--- src/logic/llcf_pkg.sv ---
/*
 Package for the resonant feedback and current protection control block.
 Holds state encodings, timing figures and derived cycle counts.
 Assumes a single 40 MHz clock.
*/
package llcf_pkg;
   // ------------------------------------------------------------
   // Timing
   // ------------------------------------------------------------
   localparam int unsigned CLK_HZ = 40000000;
   localparam int unsigned CLK_PERIOD_NS = 25;
   localparam int unsigned FB_LOW_MS = 200;
   localparam int unsigned AVG_HIGH_MS = 2;
   localparam int unsigned AVG_LOW_MS = 50;
   localparam int unsigned BLANK_NS = 400;
   // Least times round up
   localparam int unsigned FB_LOW_CYC = FB_LOW_MS * (CLK_HZ / 1000);
   localparam int unsigned AVG_HIGH_CYC = AVG_HIGH_MS * (CLK_HZ / 1000);
   localparam int unsigned AVG_LOW_CYC = AVG_LOW_MS * (CLK_HZ / 1000);
   localparam int unsigned BLANK_CYC = (BLANK_NS + CLK_PERIOD_NS - 1) / CLK_PERIOD_NS;
   // ------------------------------------------------------------
   // Counts
   // ------------------------------------------------------------
   localparam int unsigned PEAK_RUN = 4;
   localparam int unsigned START_IGNORE = 15;
   localparam int unsigned TMR_W = 24;
   localparam logic [TMR_W-1:0] TMR_ZERO = 24'h000000;
   // ------------------------------------------------------------
   // System states
   // ------------------------------------------------------------
   typedef enum logic [4:0] {
      LLCF_IDLE  = 5'b00001,
      LLCF_START = 5'b00010,
      LLCF_SOFT  = 5'b00100,
      LLCF_RUN   = 5'b01000,
      LLCF_FAULT = 5'b10000
   } llcf_state_e;
endpackage

--- src/logic/llcf_ctrl.sv ---
/*
 Digital control for the feedback chain and current protection of a
 resonant half-bridge controller. Takes comparator outputs, drives the
 analog selectors, ramp direction and fault reporting.
 Assumes all inputs are already synchronous to clock.
*/
// Notes on behaviour
// RULE_01: Gate supply below lockout in normal running moves system to fault.
// RULE_02: Feedback copy below burst threshold stops half-bridge switching.
// RULE_03: Feedback-below-burst for over 200 ms returns to startup and retries.
// RULE_04: Switching never starts while feedback-below-burst flag is true.
// RULE_05: Pick-lower second input is soft-start level, or analog supply once done.
// RULE_06: Soft-start done needs ramp above feedback, soft start begun, no capacitive event.
// RULE_07: Capacitive-region event clears soft-start done.
// RULE_08: Charge enable is enable and not done and not capacitive.
// RULE_09: Pick-higher passes higher of pick-lower output and burst threshold choice.
// RULE_10: Burst threshold mux selects ground during soft start, threshold after.
// RULE_11: Pick-higher comparator gives feedback-below-burst flag for burst and shutdown.
// RULE_12: Resonant sense compared to upper, lower and common levels, all delivered.
// RULE_13: Resonant sense shorted to common level while idle or before startup.
// RULE_14: Compensation ramp always on, reverses at each side's on falling edge.
// RULE_15: Current direction edges in the first 400 ns of dead time ignored.
// RULE_16: Average-current mux passes differentiated signal only while high side on.
// RULE_17: Average faults need comparator high continuously 2 ms and 50 ms.
// RULE_18: Peak current checked once per cycle during positive half cycle.
// RULE_19: Peak fault needs events in 4 consecutive cycles.
// RULE_20: Peak comparator ignored for first 15 switching cycles of startup.
// RULE_21: High side off above upper threshold, low side off below lower threshold.
// RULE_22: Duration timers restart from zero when their condition goes false.
// RULE_23: Peak cycle counter clears on any evaluated cycle without an event.
module llcf_ctrl import llcf_pkg::*; #(
   parameter int unsigned FB_LOW_LIMIT = FB_LOW_CYC,
   parameter int unsigned AVG_HIGH_LIMIT = AVG_HIGH_CYC,
   parameter int unsigned AVG_LOW_LIMIT = AVG_LOW_CYC
) (
   // Clock and reset
   input wire logic clock,
   input wire logic reset,
   // System requests
   input wire logic start_request,
   input wire logic gate_supply_low,
   input wire logic softstart_enable,
   // Feedback chain comparators
   input wire logic softstart_above_feedback,
   input wire logic feedback_below_burst_cmp,
   input wire logic capacitive_region,
   // Resonant sense comparators
   input wire logic sense_above_upper,
   input wire logic sense_below_lower,
   input wire logic sense_above_common,
   // Gate timing from the waveform generator
   input wire logic high_side_on,
   input wire logic low_side_on,
   // Current sensing comparators
   input wire logic current_direction_flag,
   input wire logic high_average_cmp,
   input wire logic low_average_cmp,
   input wire logic peak_overcurrent_cmp,
   // Analog steering
   output logic softstart_done_q,
   output logic softstart_charge_enable_q,
   output logic select_supply_q,
   output logic select_burst_threshold_q,
   output logic sense_short_q,
   output logic ramp_up_q,
   output logic average_mux_pass_q,
   // To waveform generator
   output logic switching_allowed_q,
   output logic feedback_below_burst_flag_q,
   output logic sense_above_upper_q,
   output logic sense_below_lower_q,
   output logic sense_above_common_q,
   output logic high_side_stop_q,
   output logic low_side_stop_q,
   output logic current_direction_q,
   // Status
   output logic [4:0] system_state_q,
   output logic gate_supply_fault_q,
   output logic peak_overcurrent_q,
   output logic high_average_overcurrent_q,
   output logic low_average_overcurrent_q
);
   llcf_state_e state_q, state_d;
   logic hs_prev_q, ls_prev_q;
   logic [4:0] blank_q;
   logic [3:0] start_cyc_q;
   logic [2:0] peak_run_q;
   logic peak_seen_q;
   logic fb_long_low, avg_hi_exp, avg_lo_exp;
   logic hs_fall, ls_fall, hs_rise, any_fault;

   // Sixteen counts of blanking need a five-bit counter
   localparam logic [4:0] BLANK_LIM = 5'(BLANK_CYC);
   localparam logic [3:0] START_LIM = 4'(START_IGNORE);
   localparam logic [2:0] PEAK_LIM = 3'(PEAK_RUN);

   function automatic logic falling(input logic prev, input logic now);
      falling = prev & ~now;
   endfunction

   assign hs_fall = falling(hs_prev_q, high_side_on);
   assign ls_fall = falling(ls_prev_q, low_side_on);
   assign hs_rise = falling(high_side_on, hs_prev_q);
   assign any_fault = peak_overcurrent_q | high_average_overcurrent_q | low_average_overcurrent_q;

   // ------------------------------------------------------------
   // Duration qualifiers
   // ------------------------------------------------------------
   llcf_timer #(.LIMIT(FB_LOW_LIMIT)) u_fb_low ( // RULE_03
      .clock(clock),
      .reset(reset),
      .cond(feedback_below_burst_cmp),
      .expired_q(fb_long_low)
   );
   llcf_timer #(.LIMIT(AVG_HIGH_LIMIT)) u_avg_hi ( // RULE_17
      .clock(clock),
      .reset(reset),
      .cond(high_average_cmp),
      .expired_q(avg_hi_exp)
   );
   llcf_timer #(.LIMIT(AVG_LOW_LIMIT)) u_avg_lo ( // RULE_17
      .clock(clock),
      .reset(reset),
      .cond(low_average_cmp),
      .expired_q(avg_lo_exp)
   );

   // ------------------------------------------------------------
   // System state
   // ------------------------------------------------------------
   always_comb begin
      state_d = state_q;
      case (state_q)
         LLCF_IDLE: begin
            if (start_request) begin
               state_d = LLCF_START;
            end
         end
         LLCF_START: begin
            // A feedback pin held low keeps the system parked here
            if (!feedback_below_burst_cmp && softstart_enable) begin
               state_d = LLCF_SOFT; // RULE_04
            end
         end
         LLCF_SOFT: begin
            if (gate_supply_low || any_fault) begin
               state_d = LLCF_FAULT; // RULE_01
            end else if (softstart_done_q) begin
               state_d = LLCF_RUN;
            end
         end
         LLCF_RUN: begin
            if (gate_supply_low || any_fault) begin
               state_d = LLCF_FAULT; // RULE_01
            end else if (fb_long_low) begin
               state_d = LLCF_START; // RULE_03
            end
         end
         LLCF_FAULT: begin
            if (!start_request) begin
               state_d = LLCF_IDLE;
            end
         end
         default: state_d = LLCF_IDLE;
      endcase
   end

   always_ff @(posedge clock or posedge reset) begin
      if (reset) begin
         state_q <= LLCF_IDLE;
         system_state_q <= 5'h01;
         gate_supply_fault_q <= 1'b0;
      end else begin
         state_q <= state_d;
         system_state_q <= state_d;
         if (state_q == LLCF_IDLE && start_request) begin
            gate_supply_fault_q <= 1'b0;
         end else if ((state_q == LLCF_RUN || state_q == LLCF_SOFT) && gate_supply_low) begin
            gate_supply_fault_q <= 1'b1; // RULE_01
         end
      end
   end

   // ------------------------------------------------------------
   // Soft start and selectors
   // ------------------------------------------------------------
   always_ff @(posedge clock or posedge reset) begin
      if (reset) begin
         softstart_done_q <= 1'b0;
         softstart_charge_enable_q <= 1'b0;
         select_supply_q <= 1'b0;
         select_burst_threshold_q <= 1'b0;
      end else begin
         // Capacitive event forces done low so a pulled-down ramp wins the pick-lower
         softstart_done_q <= softstart_above_feedback && softstart_enable
                             && !capacitive_region; // RULE_06 RULE_07
         softstart_charge_enable_q <= softstart_enable && !softstart_done_q
                                      && !capacitive_region; // RULE_08
         select_supply_q <= softstart_done_q; // RULE_05
         select_burst_threshold_q <= (state_q == LLCF_RUN); // RULE_10 RULE_09
      end
   end

   // ------------------------------------------------------------
   // Switching permission and comparator delivery
   // ------------------------------------------------------------
   always_ff @(posedge clock or posedge reset) begin
      if (reset) begin
         switching_allowed_q <= 1'b0;
         feedback_below_burst_flag_q <= 1'b0;
         sense_above_upper_q <= 1'b0;
         sense_below_lower_q <= 1'b0;
         sense_above_common_q <= 1'b0;
         high_side_stop_q <= 1'b0;
         low_side_stop_q <= 1'b0;
         sense_short_q <= 1'b1;
      end else begin
         switching_allowed_q <= (state_d == LLCF_SOFT || state_d == LLCF_RUN)
                                && !feedback_below_burst_cmp; // RULE_02
         feedback_below_burst_flag_q <= feedback_below_burst_cmp; // RULE_11
         sense_above_upper_q <= sense_above_upper; // RULE_12
         sense_below_lower_q <= sense_below_lower;
         sense_above_common_q <= sense_above_common;
         high_side_stop_q <= sense_above_upper; // RULE_21
         low_side_stop_q <= sense_below_lower; // RULE_21
         // Shorting settles the sense node, cutting the first-pulse peak current
         sense_short_q <= !(state_d == LLCF_SOFT || state_d == LLCF_RUN)
                          || feedback_below_burst_cmp; // RULE_13
      end
   end

   // ------------------------------------------------------------
   // Compensation ramp and average mux
   // ------------------------------------------------------------
   always_ff @(posedge clock or posedge reset) begin
      if (reset) begin
         hs_prev_q <= 1'b0;
         ls_prev_q <= 1'b0;
         ramp_up_q <= 1'b0;
         average_mux_pass_q <= 1'b0;
      end else begin
         hs_prev_q <= high_side_on;
         ls_prev_q <= low_side_on;
         if (hs_fall || ls_fall) begin
            ramp_up_q <= ~ramp_up_q; // RULE_14
         end
         average_mux_pass_q <= high_side_on; // RULE_16
      end
   end

   // ------------------------------------------------------------
   // Current direction blanking
   // ------------------------------------------------------------
   always_ff @(posedge clock or posedge reset) begin
      if (reset) begin
         blank_q <= 5'h00;
         current_direction_q <= 1'b0;
      end else begin
         if (hs_fall || ls_fall) begin
            blank_q <= BLANK_LIM;
         end else if (blank_q != 5'h00) begin
            blank_q <= blank_q - 5'h01;
         end
         // Held value during blanking hides ringing at the switched node
         if (blank_q == 5'h00 && !hs_fall && !ls_fall) begin
            current_direction_q <= current_direction_flag; // RULE_15
         end
      end
   end

   // ------------------------------------------------------------
   // Peak overcurrent
   // ------------------------------------------------------------
   always_ff @(posedge clock or posedge reset) begin
      if (reset) begin
         start_cyc_q <= 4'h0;
         peak_seen_q <= 1'b0;
         peak_run_q <= 3'h0;
         peak_overcurrent_q <= 1'b0;
      end else begin
         if (state_q == LLCF_START || state_q == LLCF_IDLE) begin
            start_cyc_q <= 4'h0;
         end else if (hs_fall && start_cyc_q != START_LIM) begin
            start_cyc_q <= start_cyc_q + 4'h1;
         end
         // Sample within the positive half cycle only
         // An event on the first high-side cycle belongs to the new half cycle, so set wins
         if (high_side_on && peak_overcurrent_cmp) begin
            peak_seen_q <= 1'b1; // RULE_18
         end else if (hs_rise) begin
            peak_seen_q <= 1'b0;
         end
         if (state_q == LLCF_IDLE) begin
            peak_run_q <= 3'h0;
            peak_overcurrent_q <= 1'b0;
         end else if (hs_fall && start_cyc_q == START_LIM) begin // RULE_20
            if (!peak_seen_q) begin
               peak_run_q <= 3'h0; // RULE_23
            end else if (peak_run_q != PEAK_LIM) begin
               peak_run_q <= peak_run_q + 3'h1;
               if (peak_run_q == PEAK_LIM - 3'h1) begin
                  peak_overcurrent_q <= 1'b1; // RULE_19
               end
            end
         end
      end
   end

   // ------------------------------------------------------------
   // Average overcurrent faults, sticky until idle
   // ------------------------------------------------------------
   always_ff @(posedge clock or posedge reset) begin
      if (reset) begin
         high_average_overcurrent_q <= 1'b0;
         low_average_overcurrent_q <= 1'b0;
      end else begin
         if (avg_hi_exp) begin
            high_average_overcurrent_q <= 1'b1; // RULE_17
         end else if (state_q == LLCF_IDLE) begin
            high_average_overcurrent_q <= 1'b0;
         end
         if (avg_lo_exp) begin
            low_average_overcurrent_q <= 1'b1; // RULE_17
         end else if (state_q == LLCF_IDLE) begin
            low_average_overcurrent_q <= 1'b0;
         end
      end
   end
endmodule

--- src/logic/llcf_timer.sv ---
/*
 Continuous-duration qualifier: the output rises once the condition has
 held for LIMIT cycles, and the count restarts whenever it drops.
 Assumes the condition is synchronous to clock.
*/
module llcf_timer import llcf_pkg::*; #(
   parameter int unsigned LIMIT = 80000
) (
   // Clock and reset
   input wire logic clock,
   input wire logic reset,
   // Condition and result
   input wire logic cond,
   output logic expired_q
);
   localparam logic [TMR_W-1:0] LIM = TMR_W'(LIMIT - 1);
   logic [TMR_W-1:0] count_q;

   always_ff @(posedge clock or posedge reset) begin
      if (reset) begin
         count_q <= TMR_ZERO;
      end else if (!cond) begin
         count_q <= TMR_ZERO; // RULE_22
      end else if (count_q != LIM) begin
         count_q <= count_q + 1'b1;
      end
   end

   always_ff @(posedge clock or posedge reset) begin
      if (reset) begin
         expired_q <= 1'b0;
      end else begin
         expired_q <= cond && (count_q == LIM);
      end
   end
endmodule

--- config.mk ---
export PLATFORM = sky130hd
export DESIGN_NAME = llcf_ctrl
export DESIGN_NICKNAME = d
export VERILOG_FILES = /design/src/logic/llcf_pkg.sv /design/src/logic/llcf_ctrl.sv /design/src/logic/llcf_timer.sv
export SDC_FILE = /design/constraint.sdc
export NUM_CORES = 1
export LEC_CHECK = 0
export ABC_AREA = 1
export BUFFER_PORTS_ARGS = -buffer_cell sky130_fd_sc_hd__buf_4
export CORE_MARGIN = 4
export CORE_UTILIZATION = 33
export DETAILED_ROUTE_END_ITERATION = 8
export PLACE_DENSITY = 0.59
export SETUP_SLACK_MARGIN = 0.05
export SLEW_MARGIN = 5
export SYNTH_ARGS = -nofsm -noshare
export SYNTH_HDL_FRONTEND = slang
export SYNTH_HIERARCHICAL = 1
export SYNTH_SLANG_ARGS = --single-unit
--- constraint.sdc ---
create_clock -name clock -period 2.7 [get_ports clock]
set_clock_uncertainty 0.15 [all_clocks]
set_input_delay 0.54 -clock clock [delete_from_list [all_inputs] [get_ports clock]]
set_output_delay 0.54 -clock clock [all_outputs]
set_load 0.02 [all_outputs]
== After elaboration in Yosys (flattened, before gate mapping) ==
Index checks and enable logic that the tools add are counted.
Word-level totals
  input bits: 17
  register bits: 111
  output and inout bits: 24
  logic and storage cells: 141
Cells by class
  mux-type cells: 34
  add/subtract/negate cells: 6
  reduce and logical (&&, ||, !) cells: 42
  eq/ne operators: 21
  bitwise gates (word level): 9
Operators by type and width (count)
  24-bit two-way mux: 6
  24-bit by 1-bit adder with 24-bit output, second input constant: 3
  5-bit two-way mux: 9
  5-bit case mux with 5 select lines: 1
  24-bit by 17-bit equality test with 1-bit output, second input constant: 1
  24-bit by 21-bit equality test with 1-bit output, second input constant: 1
  24-bit by 23-bit equality test with 1-bit output, second input constant: 1
  24-bit by 17-bit != test with 1-bit output, second input constant: 1
  24-bit by 21-bit != test with 1-bit output, second input constant: 1
  24-bit by 23-bit != test with 1-bit output, second input constant: 1
  2-bit nonzero test: 10
  1-bit logical AND: 16
  1-bit two-way mux: 12
  3-bit two-way mux: 4
  5-bit by 3-bit equality test with 1-bit output, second input constant: 2
  5-bit by 4-bit equality test with 1-bit output, second input constant: 2
  4-bit two-way mux: 2
  1-bit zero test: 6
  1-bit logical OR: 6
  2-bit by 1-bit != test with 1-bit output, second input constant: 3
  5-bit by 1-bit equality test with 1-bit output, second input constant: 1
  5-bit by 2-bit equality test with 1-bit output, second input constant: 1
  5-bit equality test, second input constant: 1
  5-bit zero test: 1
  14 further kinds: 20

== Depth between registers and ports, before layout ==
Gate-level depths: netlist of run 1.
  word-level depth: 9
  mapped depth: 9

== By module ==
The synthesis of run 1 kept the hierarchy.
By module, submodules not included
  llcf_ctrl: times used 1, area an instance 1755.4 µm², cells each 197
  llcf_timer (u_avg_lo): times used 1, area an instance 1641.6 µm², cells each 243
  llcf_timer (u_fb_low): times used 1, area an instance 1624.1 µm², cells each 243
  llcf_timer (u_avg_hi): times used 1, area an instance 1595.3 µm², cells each 236

== Least setup slack after synthesis of run 1 ==
No wires, ideal clock.
  kind: register -> register
  from: register u_avg_lo.count_q[0]
  to: register u_avg_lo.count_q[7]
  cell stages (with the launch flop): 9
  clock period less this slack: 1535 ps
  data required time: 2437 ps
  path buffers: 0
  path slack: 1165 ps
  arrival: 1272 ps
  setup time: 113 ps
  cell sequence: dfrtp_1 > ha_1 > nand2_2 > nor2_4 > nand3_2 > nor2_4 > nand3_4 > nand2_1 > inv_1
Between the ends
  cells in the longest elaborated chain, start to end: 3
  elaborated cells on any way between the ends: 5
  classes of those cells: 1 x add/sub; 2 x eq/ne; 2 x mux
RTL lines
  start: declaration: RTL line llcf_timer.sv:17  | logic [TMR_W-1:0] count_q;
  start signal: assignment: RTL line llcf_timer.sv:25  | count_q <= count_q + 1'b1;
  24-bit by 1-bit adder with 24-bit output: RTL line llcf_timer.sv:25
  24-bit two-way mux: RTL line llcf_timer.sv:24  | end else if (count_q != LIM) begin
  24-bit two-way mux: RTL line llcf_timer.sv:22  | end else if (!cond) begin
Several ways; a longest one is shown, not always the timed one. The select of a mux whose other input is x is not followed.
A chain may end at the register's enable or synchronous reset.

==> results of run 1 <==
layout make-up:
type / count / area [µm²] / share of cell area (%)
clock inverters: 6 / 65.1 / 0.864
clock buffers: 10 / 239 / 3.17
well taps: 265 / 332 / 4.40
multi-input cells: 684 / 3360 / 44.5
inverters: 115 / 432 / 5.73
repair buffers: 44 / 330 / 4.38
flip-flops and latches: 111 / 2780 / 36.9
flip-flops by register name (all words and copies together), names as in the netlist, 3 cells and up:
register / flops
u_avg_hi/count_q: 24
blank_q: 5
u_fb_low/count_q: 24
state_q: 5
u_avg_lo/count_q: 24
peak_run_q: 3
start_cyc_q: 4
placed cells by master (no fill, tap or decap), types with 2 or more instances in the layout:
cell	count
inv_6	2
inv_1	103
xor2_1	14
o21ai_2	2
nor2_2	20
dfrtp_1	109
nor2_4	17
ha_1	9
o21ai_1	4
clkinv_2	2
o21ai_0	16
nor3b_1	2
nand3_1	66
a21o_1	2
nand2_2	16
a21oi_1	19
nand3_2	3
buf_4	44
o31ai_1	2
clkbuf_16	9
nor2_1	163
nand2_4	5
or2_2	8
nand3_4	3
inv_2	10
dfstp_2	2
clkinv_1	2
nand2_1	266
nor3_1	12
nand4_1	24
cells by family after synthesis:
logic type                 Yosys count
AOI/OAI and AO/OA                   50
DFF                                111
xor gates and xnor gates            15
buffers and inverters              124
and+or+nand+nor                    610
adders and majority gates            9
path summary, 6_finish.rpt:
path / cells past startpoint / to / startpoint / slack (ns)
setup / recovery: 1 / system_state_q[4] / state_q[4] / 0.92
min in group clock: 1 / high_side_stop_q / sense_above_upper / 0.14
hold / removal: 3 / u_avg_lo/count_q[5] / reset / 0.11
hold reg to reg: 1 / low_average_overcurrent_q / u_avg_lo/expired_q / 0.28
setup reg to reg: 8 / u_fb_low/count_q[0] / u_fb_low/count_q[0] / 0.95
max in group asynchronous: 3 / state_q[0] / reset / 1.87
per-layer routing:
metal / track usage, % / vias up
met4: 3.30 / 0
met2: 21.7 / 110
li1: - / 2959
met1: 19.8 / 2578
met5: 0 / -
met3: 2.79 / 23
metrics by stage:
stage	util (%)	hold slack (ns)	cell area [µm²]	power [mW]
global route	38.5	0.128	7530	4.08
CTS	38.5	0.116	7530	3.93
detailed placement	36.9	0.272	7230	2.51
finish	38.5	0.111	7530	3.86
floorplan	-	0.254	6620	2.32
global placement	36.9	0.259	7230	2.51
power by group:
group	switching, mW	total, mW	internal, mW
Clock	0.642	1.39	0.750
Sequential	0.0858	1.85	1.76
Combinational	0.398	0.624	0.226
==> results.json, run 1 <==
{
  "slew_headroom_pct": 63.4,
  "fin_ws_ns": 0.919,
  "synth_area_leader_cell": "dfrtp_1",
  "slew_violations": 0,
  "syn_nets": 945,
  "drt_iter0_drc": 328,
  "cpMaxStageDelayCell": "dfrtp_1",
  "wl_met1_um": 7400,
  "drive_gt1_share_pct": 15.6,
  "vias_per_cell": 4.59,
  "power.density_nw_per_um2": 513,
  "cts_sinks": 111,
  "core_um2": 19600,
  "drc": 0,
  "synth_seq_cells": 111,
  "antenna_found_initial": 0,
  "path_buf_inv": 1,
  "via_count": 5670,
  "synth_cell_type_count": 41,
  "synthCells": 919,
  "worst_skew_pair.late_latency_ns": 0.36,
  "htree_levels": 3,
  "fillers": 2069,
  "leakagePower_nw": 3.43,
  "top_layer": "met4",
  "synth_mux_area_share_pct": 0,
  "port_buffers": 40,
  "cp-start-kind": "register",
  "grt_first_pass_wirelength_um": 25300,
  "worstMarginPinSlew_ns": 0.548,
  "cts_tree": "built",
  "post-route-min-period_ns": 1.78,
  "setup-violations-final": 0,
  "hold_buffers": 0,
  "yosysMostFrequentCell": "nand2_1",
  "dieArea_um2": 22400,
  "drtAntennaViolNets": 0,
  "synth-simple-area-share_pct": 42.8,
  "place_congestion": 0.880,
  "arrival_ns": 1.09,
  "synth_top_area_share_pct": 41.2,
  "die_w_um": 150,
  "dr.pass1.iters": 6,
  "wirelength_um": 14800,
  "post_cts_resized": 0,
  "io-pin-count": 41,
  "wl_per_cell_um": 12.0,
  "cts-root-buf": "clkbuf_16",
  "wl_met2_um": 6570,
  "yosys_most_used_dff": "dfrtp_1",
  "grt_pass1_vias": 5219,
  "area_growth_pct": 13.9,
  "maxCapViolCount": 0,
  "start_util_pct": 33.8,
  "die_y_um": 150,
  "hold_viol_final": 0,
  "async_flop_share_pct": 100,
  "synth_xor_area_share_pct": 1.99,
  "clk_pin_slew_worst_paths_ns": 0.08,
  "fin_cells": 1235,
  "cp_max_fo": 5,
  "vdd_drop_max_mv": 0.277,
  "path_class": "register to primary output",
  "overflow": 0,
  "synth_top_family_by_area": "simple AND/OR/NAND/NOR gates",
  "dpl.hpwl_um": 11300,
  "status": "completed",
  "crit_required_ns": 2.01,
  "ys_seq_area_share_pct": 42.0,
  "nets": 991,
  "post-cts-setup-buffers": 0,
  "synth_commonest_cells": "nand2_1, nor2_1, dfrtp_1",
  "yosys_warnings": 6,
  "rows": 51,
  "grt_use_total_pct": 13.9,
  "synthTopCellsByArea": "dfrtp_1, nand2_1, nor2_1",
  "grt_max_degree": 37,
  "setup_tns_ns": 0,
  "fin_crit_sh_pct": 66.0,
  "cp_slowest_stage_delay_ns": 0.53,
  "synth_area_um2": 6620,
  "dp_cells": 1219,
  "pre_cts_ws_ns": 0.955,
  "cts_max_path_buffers": 2,
  "hold_path_class": "input pin to asynchronous set/reset pin",
  "cts_made_buffers": 9,
  "synthAdderAreaFrac_pct": 1.70,
  "synth-edff-count": 0,
  "synth_compound_area_share_pct": 4.27,
  "rsz0062_at_grt": "no",
  "crit_chain": "buf_4",
  "num_antenna_cells": 0,
  "syn_avg_cell_area_um2": 7.20,
  "cp_top_family": "flip-flops",
  "dr_wl_met3_um": 689,
  "fmax_ghz": 0.561,
  "cp-end-kind": "primary output"
}
Power figures use the tool's default switching activity.
==> run 2, diff against run 1 <==
Clock period 2.7 ns to 1.75 ns, I/O delays scaled along.
==> results.json, run 2 (synthesized netlist as in run 1, its figures left out) <==
{
  "status": "completed",
  "grt_pass1_vias": 5423,
  "core_um2": 19600,
  "io-pin-count": 41,
  "arrival_ns": 1.12,
  "grt_util_met3_pct": 2.36,
  "grt_use_met1_pct": 20.2,
  "cp_top_family": "flip-flops",
  "cts_made_buffers": 9,
  "wl_per_cell_um": 12.3,
  "cts_max_path_buffers": 2,
  "met2_usage_pct": 22.7,
  "post-route-min-period_ns": 1.62,
  "cts-root-buf": "clkbuf_16",
  "mostFrequentLayoutCells": "nand2_1, nor2_1, dfrtp_1, inv_1, nand3_1",
  "clk_pin_slew_worst_paths_ns": 0.08,
  "antenna_found_initial": 0,
  "fmax_ghz": 0.619,
  "place_congestion": 0.881,
  "vias_per_cell": 4.62,
  "drc": 0,
  "nets": 1012,
  "drive_gt1_share_pct": 17.9,
  "cts_sinks": 111,
  "leakagePower_nw": 3.53,
  "worst_skew_pair.late_latency_ns": 0.36,
  "overflow": 0,
  "dpl.hpwl_um": 11600,
  "cp-start-kind": "register",
  "crit_chain": "buf_4",
  "cts_tree": "built",
  "fin_util_pct": 39.7,
  "hold_viol_final": 0,
  "rsz0062_at_grt": "yes",
  "power.density_nw_per_um2": 765,
  "via_count": 5799,
  "cp.depth": 1,
  "cp-end-kind": "primary output",
  "reg2reg_depth": 8,
  "port_buffers": 40,
  "start_util_pct": 33.8,
  "fin_crit_sh_pct": 92.4,
  "busiest_layer": "met2",
  "path_buf_inv": 1,
  "layout_commonest_cell": "nand2_1",
  "p_seq_share_pct": 47.9,
  "drtAntennaViolNets": 0,
  "htree_levels": 3,
  "grt_first_pass_wirelength_um": 26200,
  "cpMaxStageDelayCell": "dfrtp_1",
  "vdd_drop_max_mv": 0.399,
  "num_antenna_cells": 0,
  "grt_max_degree": 37,
  "setup_tns_ns": 0,
  "intPower_mw": 4.11,
  "dr.pass1.iters": 5,
  "die_w_um": 150,
  "slew_violations": 0,
  "swShare_pct": 30.9,
  "worst-r2r-setup-slack_ns": 0.15,
  "combinationalPowerShare_pct": 16.9,
  "path_class": "register to primary output",
  "grt_use_total_pct": 14.4,
  "r2r_start": "u_fb_low/count_q[1]",
  "maxCapViolCount": 0,
  "slew_headroom_pct": 65.5,
  "power_switching_mw": 1.84,
  "hold_path_end": "switching_allowed_q",
  "cp_slowest_stage_delay_ns": 0.54,
  "drt_iter0_drc": 319,
  "startpoint": "state_q[4]",
  "clockPowerShare_pct": 35.2,
  "wirelength_um": 15500,
  "worstMarginPinSlew_ns": 0.518,
  "hp-start": "feedback_below_burst_cmp",
  "setup-violations-final": 0,
  "reg2reg_to": "u_fb_low/count_q[0]",
  "hold_slack_ns": 0.0201,
  "crit_required_ns": 1.25,
  "top_regs": "u_avg_hi/count_q x24, u_avg_lo/count_q x24, u_fb_low/count_q x24",
  "dieArea_um2": 22400,
  "hold_depth": 2,
  "die_y_um": 150,
  "area_growth_pct": 17.5,
  "hold_path_class": "input pin to register",
  "cp_max_fo": 5,
  "rows": 51
}
==> run 2: cell count changes in the layout (fill, tap and decap cells not counted), moves of 3 or more <==
cell,before,now
buf_4,44,55
dlygate4sd3_1,0,8
dfrtp_1,109,104
dfrtp_2,0,5
nor2_1,163,159
ha_1,9,6
inv_8,0,3
==> run 2: worst max path at each step <==
stage | endpoint | slack, ns
after floorplan | u_avg_lo/count_q[7] | 0.21
after global placement | u_avg_lo/count_q[7] | 0.11
after detailed placement | u_avg_lo/count_q[7] | 0.07
after CTS | u_avg_lo/count_q[7] | 0.06
after global routing | u_fb_low/count_q[0] | 0.04
final | system_state_q[4] | 0.13
==> run 2: per-layer routing <==
layer	vias to the layer above	wire length, µm
met5	-	0
met4	0	252
met3	19	593
met2	97	6940
met1	2683	7670
li1	3000	-
==> run 2: power groups by stage <==
stage	combinational, mW	sequential, mW	clock (mW)
after global routing	1.13	2.87	2.28
final	1.01	2.85	2.10
after global placement	0.983	2.89	0
after detailed placement	0.999	2.89	0
after CTS	1.01	2.84	2.18
after floorplan	0.639	2.95	0
==> run 2: layout make-up <==
class | instances | area [µm²]
fillers | 2056 | 11800
multi-input cells | 685 | 3420
flip-flops and latches | 111 | 2790
repair buffers | 64 | 513
inverters | 115 | 432
well taps | 265 | 332
clock buffers | 9 | 225
clock inverters | 7 | 68.8
==> run 2: timing repair <==
item,4_1_cts,5_1_grt
hold buffers,8,0
setup buffers,0,3
setup endpoints to repair,0,44
gates resized for setup,0,18
hold endpoints to repair,117,0
==> run 2: per-stage QoR <==
step	cell area, µm²	total power [mW]	setup WS (ns)	instances
after floorplan	6620	3.58	0.215	919
after global placement	7310	3.88	0.109	1228
after global routing	7780	6.28	0.0371	1256
after CTS	7680	6.04	0.0611	1252
after detailed placement	7310	3.89	0.0689	1228
final	7780	5.95	0.133	1256
